[config.mk]
export PLATFORM = sky130hd
export DESIGN_NAME = xbus_decode_io_recovery
export DESIGN_NICKNAME = d
export VERILOG_FILES = /design/src/design/xbus_decode_pkg.sv /design/src/design/xbus_decode_io_recovery.sv
export SDC_FILE = /design/constraint.sdc
export NUM_CORES = 1
export LEC_CHECK = 0
export ABC_CLOCK_PERIOD_IN_PS = 2200
export BUFFER_PORTS_ARGS = -buffer_cell sky130_fd_sc_hd__buf_2
export CAP_MARGIN = 25
export CORE_ASPECT_RATIO = 1.25
export CORE_UTILIZATION = 25
export CTS_CLUSTER_SIZE = 40
export DETAILED_ROUTE_END_ITERATION = 10
export PLACE_DENSITY_LB_ADDON = 0.12
export SLEW_MARGIN = 10
export SYNTH_ARGS = -nofsm -noshare
export SYNTH_HDL_FRONTEND = slang
export SYNTH_SLANG_ARGS = --single-unit
[constraint.sdc]
create_clock -name pclk -period 2.2 [get_ports pclk]
set_input_delay 0.33 -clock pclk [delete_from_list [all_inputs] [get_ports pclk]]
set_output_delay 0.33 -clock pclk [all_outputs]
set_load 0.05 [all_outputs]
[src/design/xbus_decode_pkg.sv]
// Package: register map, field layout and decode constants for the X-bus decode block
package xbus_decode_pkg;

   // ********************************************
   // Register indices and byte addresses
   // ********************************************
   localparam logic [11:0] RECOVERY_INDEX = 12'h04C;
   localparam logic [11:0] CHIP_SEL_INDEX = 12'h04E;
   localparam logic [11:0] STATUS_INDEX = 12'h050;
   localparam logic [11:0] RECOVERY_ADDR = 12'(RECOVERY_INDEX * 4);
   localparam logic [11:0] CHIP_SEL_ADDR = 12'(CHIP_SEL_INDEX * 4);
   localparam logic [11:0] STATUS_ADDR = 12'(STATUS_INDEX * 4);

   // ********************************************
   // Reset values and field positions
   // ********************************************
   localparam logic [7:0] RECOVERY_RESET = 8'h4D;
   localparam logic [15:0] CHIP_SEL_RESET = 16'h0003;
   localparam logic [15:0] CHIP_SEL_MASK = 16'h07FF;
   localparam int REC8_EN_BIT = 6;
   localparam int REC8_LSB = 3;
   localparam int REC16_EN_BIT = 2;
   localparam int REC16_LSB = 0;
   localparam int MC_EN_BIT = 10;
   localparam int BIOS512_EN_BIT = 9;
   localparam int APIC_EN_BIT = 8;
   localparam int BIOS384_EN_BIT = 7;

   // ********************************************
   // Recovery timing: base in ISA clock half-periods, zero-code extras in ISA clocks
   // ********************************************
   localparam logic [4:0] BASE_HALF_PERIODS = 5'h07;
   localparam logic [3:0] REC8_ZERO_CODE_CLOCKS = 4'h8;
   localparam logic [3:0] REC16_ZERO_CODE_CLOCKS = 4'h3;

   // ********************************************
   // Address decode
   // ********************************************
   localparam logic [15:0] MC_PORT_DATA = 16'h0062;
   localparam logic [15:0] MC_PORT_CMD = 16'h0066;
   localparam logic [12:0] BIOS_HI_TAG = 13'h1FFE;
   localparam logic [12:0] BIOS_TOP_TAG = 13'h1FFF;
   localparam logic [1:0] BIOS_TOP_HOLE = 2'h3;
   localparam logic [31:0] APIC_BASE_DEFAULT = 32'hFEC00000;
   localparam logic [31:0] APIC_WINDOW_MASK = 32'hFFFFFFEF;
   localparam logic [3:0] UPPER_ADDR_ONES = 4'hF;

   // ********************************************
   // Shared-pin group: select, request, ack, timer, rtc, irq9
   // ********************************************
   localparam int PIN_COUNT = 6;
   localparam int PIN_SELECT = 0;
   localparam logic [5:0] APIC_PIN_OE = 6'h3D;

   typedef struct packed {
      logic valid;
      logic is_mem;
      logic is_io;
      logic from_isa;
      logic [31:0] addr;
   } bus_cycle_t;

   typedef struct packed {
      logic [5:0] drive;
      logic [5:0] enable;
   } pin_group_t;

endpackage : xbus_decode_pkg

[src/design/xbus_decode_io_recovery.sv]
// X-bus chip-select decode and ISA I/O recovery pacing with APB registers
//
// Register access over APB was left to the implementer.
`timescale 1ns/1ps

// Operation
// - Minimum 3.5 ISA clocks between I/O commands
// - 8-bit field adds 1..7, zero adds 8
// - Bit 2 enables extra 16-bit recovery
// - 16-bit field: 00=3, 01=1, 10=2, 11=4
// - Cleared decode bit blocks select and output enable
// - Bit 10 decodes ports 62h/66h
// - Bit 9 forwards 512K BIOS, upper lines ones
// - Bit 9 clear blocks 512K BIOS select
// - Bit 8 selects APIC window, forwards
// - Bit 8 clear ignores APIC window
// - Never select APIC for ISA masters
// - APIC disabled turns pins into GPIO; reset loads APIC_PIN_OE with the APIC bit clear
// - Bit 7 forwards 384K BIOS, upper lines ones
// - Bit 7 clear blocks 384K BIOS select
module xbus_decode_io_recovery
   import xbus_decode_pkg::*;
(
   // Clock and reset
   input wire logic pclk,
   input wire logic presetn,
   // APB slave
   input wire logic psel,
   input wire logic penable,
   input wire logic pwrite,
   input wire logic [11:0] paddr,
   input wire logic [31:0] pwdata,
   input wire logic [3:0] pstrb,
   output logic pready,
   output logic [31:0] prdata,
   output logic pslverr,
   // Bus cycle to decode
   input wire bus_cycle_t cycle,
   input wire logic [31:0] apic_base,
   // ISA command pacing
   input wire logic isa_bus_clock,
   input wire logic io_read_cmd_n,
   input wire logic io_write_cmd_n,
   input wire logic cmd_is_16bit,
   input wire logic cmd_sub_cycle,
   output logic recovery_hold,
   // X-bus selects
   output logic boot_rom_select_n,
   output logic microcontroller_select_n,
   output logic int_router_select_n,
   output logic xbus_output_enable_n,
   output logic positive_decode,
   output logic forward_to_isa,
   output logic [3:0] isa_upper_addr,
   // Shared pins
   input wire pin_group_t gpio,
   input wire logic [5:0] apic_fn_out,
   output logic [5:0] pin_out,
   output logic [5:0] pin_oe
);

   // ********************************************
   // State
   // ********************************************
   typedef struct packed {
      logic [7:0] recovery_reg;
      logic [15:0] chip_sel_reg;
      logic ready;
      logic [31:0] rdata;
      logic err;
      logic isa_clk_prev;
      logic cmd_prev;
      logic cmd_wide;
      logic cmd_sub;
      logic [4:0] count;
      logic hold;
      logic bios_n;
      logic mc_n;
      logic apic_n;
      logic xoe_n;
      logic pos_dec;
      logic fwd;
      logic [3:0] upper;
      logic [5:0] pins;
      logic [5:0] oes;
   } state_t;

   state_t state_reg;
   state_t state_next;

   // Extra ISA clocks for an 8-bit command
   function automatic logic [3:0] extra8(input logic [2:0] code);
      extra8 = (code == 3'h0) ? REC8_ZERO_CODE_CLOCKS : {1'b0, code};
   endfunction : extra8

   // Extra ISA clocks for a 16-bit command
   function automatic logic [3:0] extra16(input logic [1:0] code);
      extra16 = (code == 2'h0) ? REC16_ZERO_CODE_CLOCKS
                               : ((code == 2'h3) ? 4'h4 : {2'h0, code});
   endfunction : extra16

   // Whole recovery, in half-periods, for a finished command
   function automatic logic [4:0] recovery_half(input logic [7:0] rt, input logic wide,
                                                input logic sub);
      logic [3:0] extra;
      extra = 4'h0;
      if (!sub) begin
         if (wide && rt[REC16_EN_BIT]) begin
            extra = extra16(rt[REC16_LSB +: 2]);
         end else if (!wide && rt[REC8_EN_BIT]) begin
            extra = extra8(rt[REC8_LSB +: 3]);
         end
      end
      recovery_half = BASE_HALF_PERIODS + 5'({extra, 1'b0});
   endfunction : recovery_half

   logic setup_phase;
   logic write_now;
   logic cmd_active;
   logic isa_edge;
   logic pci_mem;
   logic in_bios512;
   logic in_bios384;
   logic in_apic;
   logic in_mc;
   logic sel_bios;
   logic sel_mc;
   logic sel_apic;

   assign setup_phase = psel && !penable;
   assign write_now = psel && penable && state_reg.ready && pwrite;
   assign cmd_active = !io_read_cmd_n || !io_write_cmd_n;
   assign isa_edge = isa_bus_clock != state_reg.isa_clk_prev;
   assign pci_mem = cycle.valid && cycle.is_mem && !cycle.from_isa;
   assign in_bios512 = cycle.addr[31:19] == BIOS_HI_TAG;
   assign in_bios384 = (cycle.addr[31:19] == BIOS_TOP_TAG)
                       && (cycle.addr[18:17] != BIOS_TOP_HOLE);
   assign in_apic = (cycle.addr & APIC_WINDOW_MASK) == (apic_base & APIC_WINDOW_MASK);
   assign in_mc = (cycle.addr[15:0] == MC_PORT_DATA) || (cycle.addr[15:0] == MC_PORT_CMD);
   // Decode bits gate each select; a cleared bit blocks select and output enable
   assign sel_bios = pci_mem && ((in_bios512 && state_reg.chip_sel_reg[BIOS512_EN_BIT])
                     || (in_bios384 && state_reg.chip_sel_reg[BIOS384_EN_BIT]));
   assign sel_mc = cycle.valid && cycle.is_io && in_mc
                   && state_reg.chip_sel_reg[MC_EN_BIT];
   // Only PCI-side memory cycles can reach the APIC window
   assign sel_apic = pci_mem && in_apic && state_reg.chip_sel_reg[APIC_EN_BIT];

   // ********************************************
   // Next state
   // ********************************************
   always_comb begin
      state_next = state_reg;
      // APB: no wait states, data and error ready in the first access phase
      state_next.ready = setup_phase;
      state_next.err = 1'b0;
      state_next.rdata = 32'h0;
      if (setup_phase) begin
         unique case (paddr)
            RECOVERY_ADDR: state_next.rdata = {24'h0, state_reg.recovery_reg};
            CHIP_SEL_ADDR: state_next.rdata = {16'h0, state_reg.chip_sel_reg};
            STATUS_ADDR: state_next.rdata = {19'h0, state_reg.count, 7'h0, state_reg.hold};
            default: state_next.err = 1'b1;
         endcase
         if (paddr[1:0] != 2'h0) begin
            state_next.err = 1'b1;
         end
      end else begin
         state_next.rdata = state_reg.rdata;
      end
      if (write_now && !state_reg.err) begin
         if (paddr == RECOVERY_ADDR && pstrb[0]) begin
            state_next.recovery_reg = pwdata[7:0];
         end
         if (paddr == CHIP_SEL_ADDR) begin
            if (pstrb[0]) begin
               state_next.chip_sel_reg[7:0] = pwdata[7:0];
            end
            if (pstrb[1]) begin
               state_next.chip_sel_reg[15:8] = pwdata[15:8] & CHIP_SEL_MASK[15:8];
            end
         end
      end

      // Recovery pacing on both ISA clock edges
      state_next.isa_clk_prev = isa_bus_clock;
      state_next.cmd_prev = cmd_active;
      if (cmd_active) begin
         state_next.cmd_wide = cmd_is_16bit;
         state_next.cmd_sub = cmd_sub_cycle;
      end
      if (state_reg.cmd_prev && !cmd_active) begin
         state_next.count = recovery_half(state_reg.recovery_reg, state_reg.cmd_wide,
                                          state_reg.cmd_sub);
      end else if (isa_edge && state_reg.count != 5'h0) begin
         state_next.count = state_reg.count - 5'h1;
      end
      // Hold is raised in the cycle the count loads so no command slips in
      state_next.hold = (state_next.count != 5'h0);

      // Chip selects and output enable
      state_next.bios_n = !sel_bios;
      state_next.mc_n = !sel_mc;
      state_next.apic_n = !sel_apic;
      state_next.xoe_n = !(sel_bios || sel_mc || sel_apic);
      state_next.pos_dec = sel_bios || sel_mc || sel_apic;
      state_next.fwd = sel_bios || sel_apic;
      state_next.upper = sel_bios ? UPPER_ADDR_ONES : cycle.addr[23:20];

      // Shared pins: APIC function or plain GPIO
      if (state_reg.chip_sel_reg[APIC_EN_BIT]) begin
         state_next.pins = apic_fn_out;
         state_next.pins[PIN_SELECT] = !sel_apic;
         state_next.oes = APIC_PIN_OE;
      end else begin
         state_next.pins = gpio.drive;
         state_next.oes = gpio.enable;
      end
   end

   // ********************************************
   // Registers
   // ********************************************
   always_ff @(posedge pclk or negedge presetn) begin
      if (!presetn) begin
         state_reg <= '{recovery_reg: RECOVERY_RESET, chip_sel_reg: CHIP_SEL_RESET,
                        bios_n: 1'b1, mc_n: 1'b1, apic_n: 1'b1, xoe_n: 1'b1,
                        pins: 6'h01, oes: APIC_PIN_OE, default: '0};
      end else begin
         state_reg <= state_next;
      end
   end

   assign pready = state_reg.ready;
   assign prdata = state_reg.rdata;
   assign pslverr = state_reg.err;
   assign recovery_hold = state_reg.hold;
   assign boot_rom_select_n = state_reg.bios_n;
   assign microcontroller_select_n = state_reg.mc_n;
   assign int_router_select_n = state_reg.apic_n;
   assign xbus_output_enable_n = state_reg.xoe_n;
   assign positive_decode = state_reg.pos_dec;
   assign forward_to_isa = state_reg.fwd;
   assign isa_upper_addr = state_reg.upper;
   assign pin_out = state_reg.pins;
   assign pin_oe = state_reg.oes;
endmodule : xbus_decode_io_recovery

# After elaboration in Yosys (flattened, before gate mapping)
# Index checks and enable logic that the tools add are counted.
[totals]
regBits = 85
latch_bits = 0
mem_bits_rw = 0
romBits = 0
input_bits = 144
out_inout_bits = 57
word_cells = 96
n_memories = 0
[classes]
add_sub_neg = 2
multipliers = 0
div_mod_pow = 0
magnitude_cmp = 0
n_eq_ne = 11
shifts = 0
muxes = 15
n_bitwise = 0
n_reduce_logical = 47
[ops]
columns = ["cell", "count"]
rows = [
  ["13-bit one-hot mux with 3 select lines", 1],
  ["12-bit by 9-bit equality test with 1-bit output, second input constant", 3],
  ["16-bit by 7-bit equality test with 1-bit output, second input constant", 2],
  ["31-bit equality test", 1],
  ["13-bit equality test, second input constant", 2],
  ["4-bit two-way mux", 6],
  ["1-bit logical AND", 21],
  ["12-bit two-way mux", 1],
  ["1-bit logical NOT", 11],
  ["5-bit two-way mux", 2],
  ["5-bit nonzero test", 2],
  ["1-bit logical OR", 6],
  ["3-bit two-way mux", 2],
  ["3-bit AND reduction", 2],
  ["3-bit by 5-bit adder with 5-bit output, first input constant", 1],
  ["5-bit by 1-bit subtractor with 5-bit output, second input constant", 1],
  ["3-bit logical NOT", 1],
  ["1-bit two-way mux", 3],
  ["3-bit OR reduction", 1],
  ["2-bit equality test, second input constant", 1],
  ["2-bit logical NOT", 1],
  ["2-bit != test, second input constant", 1],
  ["2-bit AND reduction", 1],
  ["2-bit nonzero test", 1],
  ["1-bit != test", 1],
]

# Longest topological paths before layout
[depth]
ltp_word = 9
ltp_mapped = 6
mapped_depth_nobuf = 6

# Worst setup path after synthesis
# No wires, ideal clock.
[synth_path]
path_type = "flip-flop to flip-flop"
start = "reg state_reg (netlist bit pready)"
end = "reg state_reg[83] (netlist bit)"
setup_time_ns = 0.125
arrival_time_ns = 1.759
required_time_ns = 2.075
slack_ns = 0.316
stages_incl_launch_ff = 5
n_path_buf = 0
synth_period_minus_slack_ns = 1.884
cell_sequence = "dfrtp_1 -> and4b_1 -> nand3_1 -> nor3b_4 -> mux2_2"
[synth_via]
elab_chain_len = 4
[synth_rtl]
columns = ["item", "line", "rtl"]
rows = [
  ["start: declaration", "xbus_decode_io_recovery.sv:88", "state_t state_reg;"],
  ["start signal: assignment", "xbus_decode_io_recovery.sv:225", "state_reg <= '{recovery_reg: RECOVERY_RESET, chip_sel_reg: CHIP_SEL_RESET,"],
  ["start signal: assignment", "xbus_decode_io_recovery.sv:229", "state_reg <= state_next;"],
  ["1-bit logical AND (2 in a row)", "xbus_decode_io_recovery.sv:131", "assign write_now = psel && penable && state_reg.ready && pwrite;"],
  ["1-bit logical AND", "xbus_decode_io_recovery.sv:170", "if (write_now && !state_reg.err) begin"],
  ["2-bit AND reduction (no line)", "-", ""],
]
# Every way passes these cells.
# A chain may end at the register's enable or synchronous reset.

==> results_dict.tcl <==
set metrics [dict create \
    cts_tree "built" \
    core-area_mm2 0.0140 \
    drv_slew 0 \
    clock_latency_ns 0.33 \
    rsz0062_at_grt "false" \
    antenna_left 0 \
    synth_edf_count 0 \
    reg2reg_depth 6 \
    synth_top_area_share_pct 34.4 \
    grt_max_degree 67 \
    grt_pass1_wl_mm 15.0 \
    critPathLaunchType "flop" \
    dr.pass1.iters 4 \
    ir_drop_mv 0.264 \
    netlist_top_cells_count "50 x dfrtp_1, 48 x buf_4, 25 x mux2_2" \
    ctsLongestPathBuffers 2 \
    path_class "flop to flop" \
    antenna_found_initial 0 \
    postSynth.asyncResetShare_pct 100 \
    outcome "finished, final reports clean" \
    routedWlPerCell_um 15.7 \
    ff2ff_setup_slack_ns 0.22 \
    syn_area_mm2 0.00364 \
    io_buffers 156 \
    period_minus_slack_ns 1.98 \
    cp_slowest_stage_delay_ns 0.52 \
    slowest_stage "or4b_1" \
    gp_congestion 0.812 \
    start_util_pct 26.0 \
    num_vias 2857 \
    slew_headroom_pct 61.2 \
    area_growth_pct 27.7 \
    worst-endpoint-arrival_ns 2.17 \
    routed_wirelength_mm 10.2 \
    cts.clk_slew.worst_paths_ns 0.06 \
    largest_register_ffs 28 \
    crit_required_ns 2.39 \
    fp.dieH_um 137 \
    synthCells 333 \
    cp_top_family "compound AO/OA/AOI/OAI gates" \
    drive_above_1_share_pct 49.0 \
    overflow 0 \
    finalSetupViolations 0 \
    hold_ws_ns 0.000165 \
    cp_num_buf_inv 1 \
    fmax_ghz 0.505 \
    cts_max_level 3 \
    tightest_slew_ns 0.576 \
    grt_pass1_vias 2931 \
    drt_drc_violations_left 0 \
    yosysSeqAreaShare_pct 45.9 \
    die_area_mm2 0.0150 \
    root_buffer "clkbuf_16" \
    cts_resized 0 \
    synth_ff_type "dfrtp_1" \
    num_io_pins 201 \
    path_cells "inv_1 > ha_1 > or4b_1 > a41o_1 > a21boi_0 > o211ai_1" \
    clock-sinks 66 \
    vias_per_cell 4.41 \
    cts_setup_buffers 0 \
    crit_fanout 5 \
    hold_buffers 0 \
    ys_top_cells_by_area "dfrtp_1 34%, dfstp_2 12%, buf_4 9.9%" \
    placementRows 48 \
    hold_class "input port to asynchronous set/reset pin" \
    finalCritPeriodShare_pct 90.1 \
    yosys.area.top_type "dfrtp_1" \
    synth.most_common_cell "dfrtp_1" \
    synth-seq-cells 66 \
    dpl.hpwl_mm 8.04 \
    yosys.cell_types.count 50 \
    setup_tns_ns 0 \
    dieWidth_um 110 \
    maxCapViolations 0 \
    clock_skew_ns 0.00498 \
    fin_ws_ns 0.218 \
    power_density_mw_per_mm2 701 \
    reg2reg_from "state_reg[23]" \
    crit_path_end_kind "flop" \
    drt_iter0_markers 109 \
    ys_warn_count 0 \
    post-place-ws_ns 0.238 \
    r2r_end "recovery_hold" \
    hold_viol 0 \
    num_antenna_cells 0 \
    grtUsageTotal_pct 13.7 \
    nNetsFinal 615 \
    synth_area_per_cell_um2 10.9 \
    numCtsBuffers 9 \
    leakage_nw 2.24 \
]
==> placed cells by master, fill, tap and decap left out, types with 3 or more instances in the layout <==
master     count
nand4_1       11
nor2_1         6
nor2b_1        3
ha_1           3
xor2_1        19
dfrtp_1       50
xnor2_1       17
o21ai_0       14
buf_4          7
nor4_1         7
clkinv_2       3
conb_1        19
a32oi_1        4
mux2i_1        9
nand3b_1       6
buf_2        156
nor3_1         4
clkbuf_16      9
mux2_2        25
nand3_1       10
a21oi_1        5
inv_1          6
dfstp_2       16
nand2_1       21
or2_2          6
==> stage by stage <==
stage                     instances  area [µm²]  utilization, %  total power [W]
after floorplan                 351        3710               -          0.00177
after global placement          632        4370            31.3          0.00197
after detailed placement        632        4370            31.3          0.00198
after CTS                       648        4650            33.2          0.00333
after global routing            648        4650            33.2          0.00344
final                           648        4650            33.2          0.00326
==> layout make-up <==
cell class | instances | area, µm²
inverter | 6 | 22.5
multi-input combinational | 221 | 1610
fill | 1467 | 9350
tap | 175 | 219
clock inverter | 5 | 30.0
timing repair buffer | 164 | 853
clock buffer | 11 | 243
sequential | 66 | 1670
==> metal layers <==
| metal | share of wire, % | vias up | global-route usage (%) |
|---|---|---|---|
| met1 | 39 | 1354 | 15.1 |
| met5 | 0 | - | 0 |
| met4 | 1.5 | 0 | 5.04 |
| met3 | 7.7 | 10 | 3.81 |
| li1 | - | 1375 | - |
| met2 | 51 | 118 | 24.7 |
==> how the worst max path moves through the flow <==
| stage | startpoint | to | depth (start not counted) |
|---|---|---|---|
| finish | state_reg[23] | recovery_hold | 6 |
| global route | state_reg[23] | recovery_hold | 6 |
| CTS | state_reg[23] | recovery_hold | 6 |
| detailed placement | state_reg[23] | recovery_hold | 6 |
| global placement | state_reg[23] | recovery_hold | 6 |
| floorplan | pready | state_reg[83] | 4 |
==> where the power goes <==
group	switching (W)	total [W]	leakage [nW]	internal, W
clock network	0.000515	0.00130	0.131	0.000786
logic	0.000389	0.000620	1.30	0.000231
registers	0.0000519	0.00134	0.811	0.00128
total	0.000956	0.00326	2.24	0.00230
==> cell families (layout without fill, tap and decap cells) <==
logic type               count (synthesis)  after routing  synth area share (%)
AO/OA/AOI/OAI                           34             34                  5.98
XOR/XNOR                                36             36                  8.66
adder cells (fa/ha/maj)                  3              3                  1.03
buffers and inverters                   64            186                  11.8
flip-flops                              66             66                  45.9
multiplexers                            34             34                  10.2
other                                    1             19                 0.103
AND/OR/NAND/NOR                         95             95                  16.3
(Power assumes the default switching activity.)
